$ cat src/rtl/tiu_pkg.sv
// package: constants and carriers for the trap and interrupt unit
package tiu_pkg;
  localparam int XLEN = 32;
  localparam int IRQ_W = 32;
  localparam int ID_W = 5;
  localparam int CAUSE_W = 5;
  // request line roles
  localparam logic [4:0] IRQ_SOFT = 5'h03;
  localparam logic [4:0] IRQ_TIMER = 5'h07;
  localparam logic [4:0] IRQ_EXT = 5'h0B;
  localparam logic [4:0] IRQ_CUST_HI = 5'h1F;
  localparam logic [4:0] IRQ_CUST_LO = 5'h10;
  // lines that may ever be enabled or pending
  localparam logic [31:0] IRQ_USED_MASK = 32'hFFFF_0888;
  // exception codes
  localparam logic [4:0] EXC_ILLEGAL = 5'h02;
  localparam logic [4:0] EXC_BREAK = 5'h03;
  localparam logic [4:0] EXC_ECALL = 5'h0B;
  // vector table alignment and vectoring
  localparam logic [31:0] VEC_BASE_MASK = 32'hFFFF_FF00;
  localparam logic [1:0] MODE_DIRECT = 2'h0;
  localparam logic [1:0] MODE_VECTORED = 2'h1;
  localparam int VEC_SHIFT = 2;
  // major opcodes (low seven bits)
  localparam logic [6:0] OP_LOAD = 7'h03;
  localparam logic [6:0] OP_LOAD_FP = 7'h07;
  localparam logic [6:0] OP_CUST0 = 7'h0B;
  localparam logic [6:0] OP_MISC_MEM = 7'h0F;
  localparam logic [6:0] OP_IMM = 7'h13;
  localparam logic [6:0] OP_AUIPC = 7'h17;
  localparam logic [6:0] OP_STORE = 7'h23;
  localparam logic [6:0] OP_STORE_FP = 7'h27;
  localparam logic [6:0] OP_CUST1 = 7'h2B;
  localparam logic [6:0] OP_OP = 7'h33;
  localparam logic [6:0] OP_LUI = 7'h37;
  localparam logic [6:0] OP_MADD = 7'h43;
  localparam logic [6:0] OP_MSUB = 7'h47;
  localparam logic [6:0] OP_NMSUB = 7'h4B;
  localparam logic [6:0] OP_NMADD = 7'h4F;
  localparam logic [6:0] OP_FP = 7'h53;
  localparam logic [6:0] OP_CUST2 = 7'h5B;
  localparam logic [6:0] OP_BRANCH = 7'h63;
  localparam logic [6:0] OP_JALR = 7'h67;
  localparam logic [6:0] OP_JAL = 7'h6F;
  localparam logic [6:0] OP_SYSTEM = 7'h73;
  localparam logic [6:0] OP_CUST3 = 7'h7B;
  // system funct12 codes
  localparam logic [11:0] F12_ECALL = 12'h000;
  localparam logic [11:0] F12_EBREAK = 12'h001;
  localparam logic [11:0] F12_MRET = 12'h302;
  // floating-point csr address range
  localparam logic [11:0] CSR_FP_LO = 12'h001;
  localparam logic [11:0] CSR_FP_HI = 12'h003;
  localparam logic [1:0] RVC_FULL = 2'h3;

  typedef struct packed {
    logic mie;
    logic mpie;
  } tiu_status_t;

  typedef struct packed {
    logic is_irq;
    logic [CAUSE_W-1:0] code;
  } tiu_cause_t;

  typedef struct packed {
    logic illegal;
    logic brk;
    logic ecall;
    logic mret;
  } tiu_decode_t;

  typedef struct packed {
    logic found;
    logic [ID_W-1:0] id;
  } tiu_pick_t;
endpackage : tiu_pkg

$ cat src/rtl/tiu_irq_pick.sv
// fixed-priority selector over pending and enabled request lines
module tiu_irq_pick
  import tiu_pkg::*;
(
  input wire logic [IRQ_W-1:0] req,
  output tiu_pick_t pick
);
  logic [IRQ_W-1:0] cust_hit;
  // custom lines first, highest index wins
  generate
    for (genvar i = 0; i < IRQ_W; i++)
    begin : g_cust
      if (i >= IRQ_CUST_LO)
      begin : g_on
        assign cust_hit[i] = req[i];
      end
      else
      begin : g_off
        assign cust_hit[i] = 1'b0;
      end
    end
  endgenerate

  always_comb
  begin
    pick = '0;
    // scanning upward lets the last hit, the highest line, win
    for (int i = IRQ_CUST_LO; i < IRQ_W; i++)
    begin
      if (cust_hit[i])
      begin
        pick.found = 1'b1;
        pick.id = i[ID_W-1:0];
      end
    end
    if (!pick.found)
    begin
      if (req[IRQ_EXT])
      begin
        pick = '{found: 1'b1, id: IRQ_EXT};
      end
      else if (req[IRQ_SOFT])
      begin
        pick = '{found: 1'b1, id: IRQ_SOFT};
      end
      else if (req[IRQ_TIMER])
      begin
        pick = '{found: 1'b1, id: IRQ_TIMER};
      end
    end
  end
endmodule // tiu_irq_pick

$ cat src/rtl/tiu_decode.sv
// classifies an instruction word into trap causes
module tiu_decode
  import tiu_pkg::*;
#(
  parameter bit float_unit_param = 1'b0,
  parameter bit custom_ext_param = 1'b0,
  parameter bit cluster_param = 1'b0
)
(
  input wire logic [XLEN-1:0] instr,
  output tiu_decode_t dec
);
  logic [6:0] opc;
  logic [2:0] f3;
  logic [11:0] f12;
  logic csr_fp;
  logic cust_ok;

  assign opc = instr[6:0];
  assign f3 = instr[14:12];
  assign f12 = instr[31:20];
  assign csr_fp = (f12 >= CSR_FP_LO) && (f12 <= CSR_FP_HI);
  assign cust_ok = custom_ext_param || cluster_param;

  // the base opcode map is judged here, plus funct3, funct12 and the float csr range for system words;
  // other field checks live in the main decoder
  always_comb
  begin
    dec = '0;
    if (instr[1:0] != RVC_FULL)
    begin
      dec.illegal = 1'b0; // compressed words are expanded upstream
    end
    else
    begin
      case (opc)
        OP_LOAD, OP_MISC_MEM, OP_IMM, OP_AUIPC, OP_STORE, OP_OP, OP_LUI,
        OP_BRANCH, OP_JALR, OP_JAL: dec.illegal = 1'b0;
        OP_LOAD_FP, OP_STORE_FP, OP_MADD, OP_MSUB, OP_NMSUB, OP_NMADD,
        OP_FP: dec.illegal = !float_unit_param;
        OP_CUST0, OP_CUST1, OP_CUST2, OP_CUST3:
          dec.illegal = !cust_ok;
        OP_SYSTEM:
        begin
          if (f3 == 3'h0)
          begin
            dec.ecall = (f12 == F12_ECALL);
            dec.brk = (f12 == F12_EBREAK);
            dec.mret = (f12 == F12_MRET);
            dec.illegal = !(dec.ecall || dec.brk || dec.mret);
          end
          else if (f3 == 3'h4)
          begin
            dec.illegal = 1'b1;
          end
          else
          begin
            dec.illegal = csr_fp && !float_unit_param;
          end
        end
        default: dec.illegal = 1'b1;
      endcase
    end
  end
endmodule // tiu_decode

$ cat src/rtl/tiu_trap_unit.sv
// trap and interrupt unit: entry, return, priority and acknowledge
// Operation
// - on trap entry save pc to mepc and global enable to previous
// - every exception jumps to the vector base
// - interrupts jump to base, or base plus four times id if vectored
// - outside debug mode, return jumps to mepc and restores global enable from previous
// - vector base low byte is always zero
// - after reset fetch begins at the boot address input
// - thirty-two level, active high request inputs, no edge detect
// - lines 11, 7, 3 are external, timer, software; 31..16 custom
// - acknowledge is a one-cycle pulse carrying the taken index
// - all interrupts disabled after reset
// - take a line only if global enable, line enable and pending
// - upper sixteen enable and pending bits cover custom lines
// - fixed priority 31..16, then 11, then 3, then 7
// - debug mode ignores all interrupts
// - cause codes 2 illegal, 3 breakpoint, 11 environment call
// - illegal and environment call traps cannot be masked
// - illegal or undefined encodings trap unless enabled as custom
// - without float unit, float ops and float csr access trap
// - without custom and cluster options, custom ops trap
// - trap entry clears the global enable, no hardware nesting
module tiu_trap_unit
  import tiu_pkg::*;
#(
  parameter bit float_unit_param = 1'b0,
  parameter bit custom_ext_param = 1'b0,
  parameter bit cluster_param = 1'b0
)
(
  input wire logic clk,
  input wire logic rst_n,
  input wire logic [XLEN-1:0] boot_addr,
  input wire logic [IRQ_W-1:0] irq_req,
  input wire logic debug_mode,
  input wire logic instr_valid,
  input wire logic [XLEN-1:0] instr,
  input wire logic [XLEN-1:0] instr_pc,
  input wire logic sw_status_we,
  input wire tiu_status_t sw_status,
  input wire logic sw_mie_we,
  input wire logic [IRQ_W-1:0] sw_mie,
  input wire logic sw_mtvec_we,
  input wire logic [XLEN-1:0] sw_mtvec,
  input wire logic sw_mepc_we,
  input wire logic [XLEN-1:0] sw_mepc,
  output logic fetch_redirect,
  output logic [XLEN-1:0] fetch_addr,
  output logic irq_ack,
  output logic [ID_W-1:0] irq_taken_index,
  output tiu_status_t status_out,
  output logic [IRQ_W-1:0] mie_out,
  output logic [IRQ_W-1:0] mip_out,
  output logic [XLEN-1:0] mtvec_out,
  output logic [XLEN-1:0] mepc_out,
  output tiu_cause_t mcause_out
);
  typedef enum logic [1:0] {
    TIU_BOOT = 2'b00,
    TIU_RUN = 2'b01
  } tiu_state_t;

  tiu_state_t state_q;
  tiu_status_t status_q;
  tiu_status_t status_d;
  logic [IRQ_W-1:0] mie_q;
  logic [IRQ_W-1:0] mip_q;
  logic [XLEN-1:0] mtvec_q;
  logic [XLEN-1:0] mepc_q;
  tiu_cause_t cause_q;
  logic redirect_q;
  logic [XLEN-1:0] fetch_addr_q;
  logic ack_q;
  logic [ID_W-1:0] ack_id_q;
  tiu_decode_t dec;
  tiu_pick_t pick;
  logic [IRQ_W-1:0] armed;
  logic irq_take;
  logic exc_take;
  logic ret_take;
  logic [CAUSE_W-1:0] exc_code;
  logic [XLEN-1:0] irq_target;

  // enable bits only exist for lines that have a meaning
  function automatic logic [IRQ_W-1:0] used_only(input logic [IRQ_W-1:0] v);
    return v & IRQ_USED_MASK;
  endfunction

  tiu_decode #(
    .float_unit_param(float_unit_param),
    .custom_ext_param(custom_ext_param),
    .cluster_param(cluster_param)
  ) u_decode (
    .instr(instr),
    .dec(dec)
  );

  // pending reflects the raw level each cycle; the source owns clearing
  always_ff @(posedge clk or negedge rst_n)
  begin
    if (!rst_n)
    begin
      mip_q <= '0;
    end
    else
    begin
      mip_q <= used_only(irq_req);
    end
  end

  // debug mode and the global enable gate every line together
  assign armed = (status_q.mie && !debug_mode) ?
                 (mip_q & mie_q) : '0;

  tiu_irq_pick u_pick (
    .req(armed),
    .pick(pick)
  );

  // exceptions go before interrupts on the same instruction; only a valid
  // instruction can raise an exception, and no mask touches illegal or ecall
  assign exc_take = (state_q == TIU_RUN) && instr_valid &&
                    (dec.illegal || dec.brk || dec.ecall);
  assign ret_take = (state_q == TIU_RUN) && instr_valid && !exc_take &&
                    dec.mret && !debug_mode;
  assign irq_take = (state_q == TIU_RUN) && !exc_take && !ret_take &&
                    pick.found && !ack_q;

  // illegal outranks the rest; the three never coincide on one word
  assign exc_code = dec.illegal ? EXC_ILLEGAL :
                    (dec.ecall ? EXC_ECALL : EXC_BREAK);

  // vectored mode offsets by four bytes per id
  always_comb
  begin
    if (mtvec_q[1:0] == MODE_VECTORED)
    begin
      irq_target = (mtvec_q & VEC_BASE_MASK) +
                   XLEN'({pick.id, {VEC_SHIFT{1'b0}}});
    end
    else
    begin
      irq_target = mtvec_q & VEC_BASE_MASK;
    end
  end

  // boot state lasts one cycle so the first redirect is the boot address
  always_ff @(posedge clk or negedge rst_n)
  begin
    if (!rst_n)
    begin
      state_q <= TIU_BOOT;
    end
    else
    begin
      state_q <= TIU_RUN;
    end
  end

  // status: hardware entry and return win over a software write
  always_comb
  begin
    status_d = status_q;
    if (sw_status_we)
    begin
      status_d = sw_status;
    end
    if (exc_take || irq_take)
    begin
      status_d.mpie = status_q.mie;
      status_d.mie = 1'b0;
    end
    else if (ret_take)
    begin
      status_d.mie = status_q.mpie;
      status_d.mpie = 1'b1;
    end
  end

  always_ff @(posedge clk or negedge rst_n)
  begin
    if (!rst_n)
    begin
      status_q <= '0;
    end
    else
    begin
      status_q <= status_d;
    end
  end

  // line enables, cleared at reset
  always_ff @(posedge clk or negedge rst_n)
  begin
    if (!rst_n)
    begin
      mie_q <= '0;
    end
    else if (sw_mie_we)
    begin
      mie_q <= used_only(sw_mie);
    end
  end

  // base low byte dropped on write, mode bit 0 kept and mode bit 1 cleared
  always_ff @(posedge clk or negedge rst_n)
  begin
    if (!rst_n)
    begin
      mtvec_q <= {30'h0, MODE_DIRECT};
    end
    else if (sw_mtvec_we)
    begin
      mtvec_q <= (sw_mtvec & VEC_BASE_MASK) |
                 {30'h0, sw_mtvec[1:0] & MODE_VECTORED};
    end
  end

  // return address; trap entry takes precedence over a software write
  always_ff @(posedge clk or negedge rst_n)
  begin
    if (!rst_n)
    begin
      mepc_q <= '0;
    end
    else if (exc_take || irq_take)
    begin
      mepc_q <= instr_pc;
    end
    else if (sw_mepc_we)
    begin
      mepc_q <= sw_mepc;
    end
  end

  // cause of the last trap taken
  always_ff @(posedge clk or negedge rst_n)
  begin
    if (!rst_n)
    begin
      cause_q <= '0;
    end
    else if (exc_take)
    begin
      cause_q <= '{is_irq: 1'b0, code: exc_code};
    end
    else if (irq_take)
    begin
      cause_q <= '{is_irq: 1'b1, code: pick.id};
    end
  end

  // fetch redirect, one pulse per event
  always_ff @(posedge clk or negedge rst_n)
  begin
    if (!rst_n)
    begin
      redirect_q <= 1'b0;
      fetch_addr_q <= '0;
    end
    else if (state_q == TIU_BOOT)
    begin
      redirect_q <= 1'b1;
      fetch_addr_q <= boot_addr;
    end
    else if (exc_take)
    begin
      redirect_q <= 1'b1;
      fetch_addr_q <= mtvec_q & VEC_BASE_MASK;
    end
    else if (irq_take)
    begin
      redirect_q <= 1'b1;
      fetch_addr_q <= irq_target;
    end
    else if (ret_take)
    begin
      redirect_q <= 1'b1;
      fetch_addr_q <= mepc_q;
    end
    else
    begin
      redirect_q <= 1'b0;
    end
  end

  // acknowledge: the index is held after the pulse but means nothing then;
  // a take is blocked in the ack cycle so pulses never merge
  always_ff @(posedge clk or negedge rst_n)
  begin
    if (!rst_n)
    begin
      ack_q <= 1'b0;
      ack_id_q <= '0;
    end
    else
    begin
      ack_q <= irq_take;
      if (irq_take)
      begin
        ack_id_q <= pick.id;
      end
    end
  end

  assign fetch_redirect = redirect_q;
  assign fetch_addr = fetch_addr_q;
  assign irq_ack = ack_q;
  assign irq_taken_index = ack_id_q;
  assign status_out = status_q;
  assign mie_out = mie_q;
  assign mip_out = mip_q;
  assign mtvec_out = mtvec_q;
  assign mepc_out = mepc_q;
  assign mcause_out = cause_q;
endmodule // tiu_trap_unit

$ cat config.mk
export PLATFORM = sky130hd
export DESIGN_NAME = tiu_trap_unit
export DESIGN_NICKNAME = d
export VERILOG_FILES = /design/src/rtl/tiu_pkg.sv /design/src/rtl/tiu_irq_pick.sv /design/src/rtl/tiu_decode.sv /design/src/rtl/tiu_trap_unit.sv
export SDC_FILE = /design/constraint.sdc
export NUM_CORES = 1
export LEC_CHECK = 0
export ABC_AREA = 1
export BUFFER_PORTS_ARGS = -buffer_cell sky130_fd_sc_hd__buf_4
export CORE_AREA = 4 4 158 160
export DETAILED_ROUTE_END_ITERATION = 12
export DIE_AREA = 0 0 162 164
export SLEW_MARGIN = 40
export SYNTH_ARGS = -nofsm -noshare
export SYNTH_HDL_FRONTEND = slang
export SYNTH_SLANG_ARGS = --single-unit
$ cat constraint.sdc
create_clock -name clk -period 4.2 [get_ports clk]
set_clock_uncertainty 0.2 [all_clocks]
set_input_delay 0.42 -clock clk [delete_from_list [all_inputs] [get_ports clk]]
set_output_delay 0.42 -clock clk [all_outputs]
set_load 0.01 [all_outputs]
# ---- Word-level counts from Yosys, hierarchy flattened
# Index checks and enable logic that the tools add are counted.
dict set report totals {
  ff_bits 150
  latch_bits 0
  ramBits 0
  rom_bits 0
  in_bits 234
  wordCells 109
  mem_count 0
}
dict set report classes {
  n_addsub 1
  n_mul 0
  n_div 0
  n_lt_le_gt_ge 2
  n_eq_ne 16
  n_shift 0
  muxes 46
  bitwise_logic 2
  n_reduce_logical 29
}
# op n
set op_table {}
lappend op_table {{32-bit two-way mux} 8}
lappend op_table {{6-bit two-way mux} 22}
lappend op_table {{32-bit by 7-bit adder with 32-bit output} 1}
lappend op_table {{32-bit AND} 1}
lappend op_table {{32-bit by 1-bit bitwise OR with 32-bit output} 1}
lappend op_table {{7-bit equality test, second input constant} 4}
lappend op_table {{7-bit by 6-bit equality test with 1-bit output, second input constant} 3}
lappend op_table {{7-bit by 5-bit equality test with 1-bit output, second input constant} 2}
lappend op_table {{12-bit by 1-bit equality test with 1-bit output, second input constant} 1}
lappend op_table {{12-bit by 10-bit equality test with 1-bit output, second input constant} 1}
lappend op_table {{12-bit by 1-bit >= comparator with 1-bit output, second input constant} 1}
lappend op_table {{12-bit by 2-bit less-or-equal comparator with 1-bit output, second input constant} 1}
lappend op_table {{12-bit logical NOT} 1}
lappend op_table {{1-bit logical AND} 11}
lappend op_table {{10-bit OR reduction} 1}
lappend op_table {{3-bit two-way mux} 3}
lappend op_table {{4-bit two-way mux} 2}
lappend op_table {{7-bit by 2-bit equality test with 1-bit output, second input constant} 1}
lappend op_table {{7-bit by 4-bit equality test with 1-bit output, second input constant} 1}
lappend op_table {{1-bit two-way mux} 7}
lappend op_table {{2-bit two-way mux} 3}
lappend op_table {{1-bit logical NOT} 5}
lappend op_table {{1-bit logical OR} 5}
lappend op_table {{2-bit nonzero test} 2}
lappend op_table {{8 further kinds} 8}

# ---- Longest topological paths before layout
# Gate-level depths: netlist of run 1.
dict set report logic_depth {
  word_depth 28
  ltp_mapped 18
}

# ---- Hierarchy
# A second synthesis of run 1 with hierarchy kept.
dict set report unflattened {
  hier_cells 896
  area_unflattened_um2 7139.3
}
# module n_inst cells_each area_each_um2 seq_area_each_um2
set by_module_without_submodules {}
lappend by_module_without_submodules {tiu_trap_unit 1 776 6613.8 3578.4}
lappend by_module_without_submodules {tiu_decode 1 64 282.8 0.0}
lappend by_module_without_submodules {tiu_irq_pick 1 56 242.7 0.0}

# ---- Least setup slack after synthesis of run 1
# OpenSTA, ideal clock, no wires.
dict set report synth_timing {
  path_type {input to register}
  startpoint {input instr[23]}
  endpoint {register status_q (netlist bit status_out[0])}
  t_arrival_ps 1828
  path_slack_ps 2042
  stages 14
  path_buffers 2
  cell_sequence {nor2_1 inv_1 nor2_2 nand3_1 nand3_1 nand3_1 nand2_1 nand2_1 nand2_2 nand2_4 buf_6 buf_2 nor3_1 o22ai_1}
}
dict set report synth_between {
  elab_chain_cells 20
  word_cells_on_any_way 32
  cone_classes {2 x order compare; 2 x eq/ne; 9 x mux; 19 x reduce/logical}
}
# item line
set synth_rtl {}
lappend synth_rtl {{start, declared} tiu_trap_unit.sv:37} ;# input wire logic [XLEN-1:0] instr,
lappend synth_rtl {{branches (longest 20 deep; another with 12-bit by 1-bit >= comparator with 1-bit output)} --}
lappend synth_rtl {{end signal, assigned} tiu_trap_unit.sv:188} ;# status_q <= status_d;
lappend synth_rtl {{end, declared} tiu_trap_unit.sv:64} ;# tiu_status_t status_q;
# Parallel ways; which one is timed is not known.
# A chain may end at the register's enable or synchronous reset.

# ---- Worst setup path after layout of run 1
dict set report layout_timing {
  startpoint {register status_q (netlist bit status_out[1])}
  endpoint {register mepc_q[25], in the netlist mepc_out[25]}
}
dict set report layout_between {
  elab_chain_cells 23
  word_cells_on_any_way 27
  cone_classes {22 x mux; 5 x reduce/logical}
}
# item line
set layout_rtl {}
lappend layout_rtl {{1-bit logical AND *} tiu_trap_unit.sv:112} ;# assign armed = (status_q.mie && !debug_mode) ?
lappend layout_rtl {{32-bit two-way mux *} tiu_trap_unit.sv:112}
lappend layout_rtl {{6-bit two-way mux (16 in a row)} tiu_irq_pick.sv:30} ;# if (cust_hit[i])
lappend layout_rtl {{6-bit two-way mux *} tiu_irq_pick.sv:36} ;# if (!pick.found)
lappend layout_rtl {{1-bit logical AND *} tiu_trap_unit.sv:126} ;# assign irq_take = (state_q == TIU_RUN) && !exc_take && !ret_take &&
lappend layout_rtl {{1-bit logical AND *} tiu_trap_unit.sv:127} ;# pick.found && !ack_q;
lappend layout_rtl {{1-bit logical OR *} tiu_trap_unit.sv:226} ;# else if (exc_take || irq_take)
lappend layout_rtl {{32-bit two-way mux or 2-bit nonzero test (tied branches)} --}
lappend layout_rtl {{end signal, assigned} tiu_trap_unit.sv:228} ;# mepc_q <= instr_pc;
lappend layout_rtl {{end signal, assigned} tiu_trap_unit.sv:232} ;# mepc_q <= sw_mepc;
lappend layout_rtl {{end, declared} tiu_trap_unit.sv:69} ;# logic [XLEN-1:0] mepc_q;
# Mark *: on every way between the ends. The rest lies on a longest branch, timed or not.

==> metrics.txt, run 1 <==
area growth from synthesis to layout 52.5%; CP Capture Type flip-flop; Die X 162 µm; Worst Path Required 4.29 ns; I/O pin count 409; outcome complete, no violations; core area 23,400 µm²; routed wire length 25,500 µm; final period utilization 0.771; Worst Hold Depth 3; Logic pwr share 0.329; leakage power 0.00531 µW; Yosys top cell by area dfrtp_1; Initial Utilization 0.293; Tmin final 3.24 ns; Max Cap Viol 0; overall power 5110 µW; antenna fix cells 0; largest net degree at the start of global routing 95; normalized max-slew margin 0.521; critical path peak fanout 34; DRT iter0 DRCs 375; TNS Setup 0 ns; routed length per instance 17.0 µm; antenna-violating nets left 0; Clock Tree Root clkbuf_16; via count 6,800; fmax 309 MHz; layout cells sized above 1 0.349; hold path start instr_pc[30]; CTS resizes 0; Synth async-reset ratio 1.00; net switching fraction of the power 0.346; Hold Crit Class in -> reg; startpoint types flip-flop; synthesized area per cell 8.43 µm²; Final HPWL DP 18,800 µm; NetSw 1770 µW; area of the multi-input gates 2720 µm²; I/O Buffers 332; setup repair after global routing missed its margin false; Inserted Clock Buffers 17; R2R setup slack 0.96 ns; CTS clk-pin slew, worst paths 0.06 ns; H-tree depth 4; Netlist cell types 31; part of the power in registers 0.374; design area 10,400 µm²; Reg area 3580 µm²; Hold EP mepc_out[30]; FF+latch count, synth 143; die area 26,600 µm²; Synth Cell Area 6850 µm²; synth warn 0; Pins Over Slew Limit 0; Detailed Routing Iterations Pass 1 5; R2R cell count 12; Total GRT Usage 0.187; gpl congestion 0.776; Clk Latency, worst-skew pair 0.41 ns; Final Hold Viols 0; EDFF count, synth 0; Area contributors post-synth dfrtp_1 52%, nand2_1 11%, a21oi_1 6.4%; initial antenna violation count 0; die height 164 µm; Sink Count 143; setup violators final 0; DR vias/cell 4.54; Post-Syn Instances 812; Worst R2R Start status_out[1]; Least-Margin Pin Slew 0.718 ns; Final #Nets 1,401; Clock power frac 0.297; Power Dens Cells 489 nW/µm²; CTS tree built; maximum VDD drop 0.247 mV; # fillers 2,378; Bufs on Longest Clock Path 2; Synth top area share 0.523; dpl cell area 9490 µm²; hold_ws 0.0238 ns; DRC 0; internal portion of total power 3340 µW; gr ovfl total 0; critical path data arrival time 3.33 ns; vias in the first global route 7,071; WS Path Type reg -> reg; # rows 56; Worst R2R End mepc_out[25]; Main synth FF type dfrtp_1; post-synthesis sequential area ratio 0.523; first-pass GRT wire length 39,000 µm
[flip-flops by register name (all words and copies together) (netlist names), 2 cells and up]
signal	count
fetch_addr	32
mepc_out	32
mtvec_out	25
mie_out	19
mip_out	19
mcause_out	6
irq_taken_index	5
status_out	2
[how the worst max path moves through the flow]
stage,start,to,slack [ns],cells past startpoint
after floorplan,instr[23],status_out[0],2.04,14
after global placement,instr[13],mepc_out[5],0.72,13
after detailed placement,instr[13],mepc_out[25],0.70,13
after CTS,status_out[1],mepc_out[25],0.88,12
after global routing,status_out[1],mepc_out[26],0.61,14
final,status_out[1],mepc_out[25],0.96,12
[power groups by stage]
| stage | combinational [µW] | sequential [µW] | clock [µW] |
|---|---|---|---|
| 2_1_floorplan | 670 | 2030 | 0 |
| 3_3_place_gp | 1660 | 1920 | 0 |
| 3_5_place_dp | 1690 | 1930 | 0 |
| 4_1_cts | 1720 | 1910 | 1560 |
| 5_1_grt | 1870 | 1950 | 1610 |
| 6_report | 1680 | 1910 | 1520 |
[worst max-delay path, cell delays in order (launching register included)]
cell     delay [ns]
dfrtp_1        0.38
inv_2          0.07
nor2_4         0.35
nand3_1        0.28
nand4_4        0.19
nor2_4         0.05
nand3_2        0.07
nand3_2        0.12
nand2_4        0.44
inv_2          0.40
buf_4          0.33
nand3_1        0.09
nand3_1        0.08
[layout by cell type, fill, tap and decap left out, drive strengths merged, types with 4 or more instances in the layout]
cell type	instances
dlygate4sd3	37
clkinv	8
nand2	195
o21ai	66
conb	34
nand3	84
dfrtp	143
inv	59
clkbuf	18
mux2	19
nand4	4
a21oi	88
nor2	71
buf	341
[cells in the mapped netlist (4+ instances only)]
cell type / instances
a21oi_1: 88
buf_6: 6
clkbuf_1: 16
buf_4: 33
o21ai_0: 38
nor2_4: 4
nand2_1: 192
dfrtp_1: 143
nor2_1: 63
mux2_2: 19
buf_2: 16
o21ai_1: 27
nand3_1: 81
nor2_2: 4
inv_1: 54
[per-layer routing]
| layer | wire length [µm] | GRT usage |
|---|---|---|
| met5 | 0 | 0 |
| met2 | 12800 | 0.328 |
| met1 | 10000 | 0.225 |
| met4 | 244 | 0.0438 |
| met3 | 2460 | 0.0615 |
[what timing repair did]
action,4_1_cts,5_1_grt
hold endpoints to repair,128,0
buffers inserted,0,0
hold buffers,37,0
[cell families after synthesis]
family / Yosys count / share of synthesized area
flip-flops: 143 / 0.523
multiplexers: 19 / 0.0313
AO/OA/AOI/OAI: 156 / 0.115
AND/OR/NAND/NOR: 361 / 0.230
buffers and inverters: 131 / 0.0994
other: 2 / 0.00110
[metrics by stage]
| stage | util | worst slack [ns] | cells |
|---|---|---|---|
| global placement | 0.404 | 0.717 | 1429 |
| global route | 0.446 | 0.612 | 1498 |
| detailed placement | 0.406 | 0.704 | 1430 |
| finish | 0.446 | 0.963 | 1498 |
| CTS | 0.446 | 0.880 | 1498 |
| floorplan | - | 2.04 | 844 |
[final cells by class]
type	instances	area share
repair buffers	378	0.283
inverters	57	0.0205
clock buffers	18	0.0421
flip-flops and latches	143	0.343
well taps	319	0.0382
multi-input cells	570	0.260
clock inverters	13	0.0134
Power figures use the tool's default switching activity.
==> run 2, diff against run 1 <==
--- a/config.mk
+++ b/config.mk
@@ -5,7 +5,7 @@
 export SDC_FILE = /design/constraint.sdc
 export NUM_CORES = 1
 export LEC_CHECK = 0
-export ABC_AREA = 1
+export ABC_AREA = 0
 export BUFFER_PORTS_ARGS = -buffer_cell sky130_fd_sc_hd__buf_4
 export CORE_AREA = 4 4 158 160
 export DETAILED_ROUTE_END_ITERATION = 12
==> constraint.sdc (replaced) <==
create_clock -name clk -period 3.25 [get_ports clk]
set_clock_uncertainty 0.2 [all_clocks]
set_input_delay 0.325 -clock clk [delete_from_list [all_inputs] [get_ports clk]]
set_output_delay 0.325 -clock clk [all_outputs]
set_load 0.01 [all_outputs]
==> metrics.txt, run 2 <==
gpl congestion 0.808 (+4.2%); Clk Latency, worst-skew pair 0.42 ns (about the same); CP bufs+invs 3 (unchanged); post-synthesis sequential area ratio 0.530 (+0.00766); Hold Crit Class in -> reg; synth warn 0 (unchanged); Synth async-reset ratio 1.00 (unchanged); Detailed Routing Iterations Pass 1 4 (-1); placed insts 1,241 (-13%); Clock Tree Root clkbuf_16; I/O Buffers 332 (unchanged); CP max-delay cell dlygate4sd3_1; routed wire length 25,500 µm (about the same); Clock power frac 0.315 (+0.018); H-tree depth 4 (unchanged); # fillers 2,137 (-10%); Main synth FF type dfrtp_1; Synth Cell Area 6750 µm² (-1.4%); Area contributors post-synth dfrtp_1 53%, mux2i_1 8.6%, mux2_2 7.7%; DR vias/cell 4.60 (+1.4%); I/O pin count 409 (unchanged); via count 6,417 (-5.6%); cell mode on critical path buf_12; Die X 162 µm (unchanged); most frequent cells in the layout 341 x buf_4, 142 x dfrtp_1, 118 x dlygate4sd3_1, 61 x a21oi_1, 58 x mux2i_1; outcome complete, no violations; Final HPWL DP 18,200 µm (-3.2%); dpl cell area 9500 µm² (about the same); Pins Over Slew Limit 0 (unchanged); WS Path Type reg -> reg; Total GRT Usage 0.184 (-0.00387); Tmin final 3.13 ns (-0.105 ns); Final Hold Viols 0 (unchanged); die area 26,600 µm² (unchanged); Initial Utilization 0.288 (-0.00422); initial antenna violation count 2 (+2); worst slack, placed 0.151 ns (-0.553 ns); commonest cells in the netlist 143 x dfrtp_1, 61 x a21oi_1, 58 x mux2i_1; DRT iter0 DRCs 201 (-46%); layout cells sized above 1 0.421 (+0.0719); Final #Nets 1,296 (-7.5%); net switching fraction of the power 0.315 (-0.0311); Logic pwr share 0.315 (-0.014); hold_ws 0.0229 ns (-0.000891 ns); Max Cap Viol 0 (unchanged); antenna fix cells 0 (unchanged); synthesized area per cell 11.1 µm² (+31%); first-pass GRT wire length 37,700 µm (-3.5%); setup violators final 0 (unchanged); NetSw 2020 µW (+14%); leakage power 0.00546 µW (+2.7%); area growth from synthesis to layout 69.1%; CP Capture Type flip-flop; part of the power in registers 0.369 (-0.005); gr ovfl total 0 (unchanged); core area 23,400 µm² (unchanged); TNS Setup 0 ns (unchanged); Post-Syn Instances 609 (-25%); Inserted Clock Buffers 17 (unchanged); largest net degree at the start of global routing 77 (-19%); die height 164 µm (unchanged); critical path peak fanout 10 (-71%); Cell Chain, Critical Path a22oi_2 -> a41oi_2 -> or3_4 -> o211a_4 -> o21ai_4 -> buf_12 -> buf_12 -> nor2_1 -> a21oi_1 -> dlygate4sd3_1; internal portion of total power 4390 µW (+31%); Power Dens Cells 562 nW/µm² (+15%); count leader, synth dfrtp_1; family with the most delay on the worst path compound AO/OA/AOI/OAI gates; EDFF count, synth 0 (unchanged); critical path data arrival time 3.28 ns (-0.05 ns); worst setup margin 0.119 ns (-0.845 ns); area of the multi-input gates 2870 µm² (+5.6%); Least-Margin Pin Slew 0.726 ns (+0.00873 ns); FF+latch count, synth 143 (unchanged); vias in the first global route 6,766 (-4.3%); CTS clk-pin slew, worst paths 0.07 ns (about the same); # rows 56 (unchanged); Yosys top cell by area dfrtp_1; Netlist cell types 63 (+100%); commonest non-fill, non-tap cell in the layout buf_4; maximum VDD drop 0.309 mV (+25%); CP max stage delay 0.57 ns (+0.13 ns); fmax 319 MHz (+3.4%); Sink Count 143 (unchanged); Layout Cells excl Fill 1,394 (-6.9%); Bufs on Longest Clock Path 2 (unchanged); routed length per instance 18.3 µm (+7.4%); antenna-violating nets left 0 (unchanged); final period utilization 0.963 (+0.193); Worst Path Required 3.40 ns (-0.89 ns); startpoint types flip-flop; DRC 0 (unchanged); normalized max-slew margin 0.516 (-0.00512); design area 11,400 µm² (+9.2%); Synth top area share 0.530 (+0.00766); CTS tree built; Reg area 3580 µm² (about the same)
-- run 2: cell types whose count changed in the layout (fill, tap and decap cells not counted), sizes merged, moves of 24 or more --
cell	before	now
dlygate4sd3	37	118
a21oi	88	61
o21ai	66	35
nor2	71	47
mux2i	0	58
mux2	19	46
nand2	195	32
nor2b	0	27
nand3	84	8
inv	59	17
-- run 2: tightest hold or removal path: cells and delay by family --
kind	cells	cell delay (ns)
AO/OA/AOI/OAI	1	0.14
multiplexers	1	0.05
buffers and inverters	1	0.08
-- run 2: logic make-up (layout without fill, tap and decap cells) --
| group | count (synthesis) | after routing | share of synthesized area |
|---|---|---|---|
| buf+inv | 78 | 512 | 0.0708 |
| flops | 143 | 143 | 0.530 |
| compound gates | 143 | 143 | 0.127 |
| other cells | 2 | 34 | 0.00111 |
| mux | 104 | 104 | 0.163 |
| simple gates | 139 | 139 | 0.108 |
-- run 2: what timing repair did --
| action | 4_1_cts | 5_1_grt |
|---|---|---|
| endpoints found under the hold margin | 171 | 0 |
| hold buffers | 118 | 0 |
| gates resized for setup | 0 | 9 |
| buffers inserted | 0 | 1 |
| setup endpoints to repair | 0 | 18 |
-- run 2: area by class of cell --
class | count | share of cell area
Clock buffer | 20 | 0.0400
Tap cell | 319 | 0.0350
Inverter | 13 | 0.00472
Timing Repair Buffer | 467 | 0.342
Multi-Input combinational cell | 420 | 0.251
Sequential cell | 143 | 0.314
Clock inverter | 12 | 0.0132
-- run 2: path summary, 6_finish.rpt --
check	slack, ns	to	depth (start not counted)	start
max	0.12	mepc_out[3]	10	mie_out[17]
min	0.02	mepc_out[19]	3	sw_mepc[19]
max reg2reg	0.12	mepc_out[3]	10	mie_out[17]
min reg2reg	0.28	mcause_out[5]	2	mcause_out[5]
max in group asynchronous	1.81	fetch_addr[11]	3	rst_n
min in group asynchronous	0.33	mie_out[23]	2	rst_n
-- run 2: stage by stage --
| step | power (µW) | utilization |
|---|---|---|
| after floorplan | 3190 | - |
| after global placement | 4180 | 0.406 |
| after detailed placement | 4200 | 0.406 |
| after CTS | 6440 | 0.482 |
| after global routing | 6760 | 0.487 |
| final | 6410 | 0.487 |
-- run 2: power by group through the flow --
stage / Sequential [µW] / Combinational (µW) / Clock [µW]
after floorplan: 2490 / 703 / 0
after global placement: 2380 / 1800 / 0
after detailed placement: 2390 / 1810 / 0
after CTS: 2360 / 1990 / 2080
after global routing: 2410 / 2190 / 2160
final: 2370 / 2020 / 2020
-- run 2: metal layers --
metal	global-route usage	routed length [µm]	vias up	part of all wire
met4	0.0415	388	4	0.015
met3	0.0645	2030	24	0.080
met2	0.335	13200	262	0.52
met5	0	20	-	0.00079
met1	0.207	9860	3128	0.39
li1	-	-	2999	-
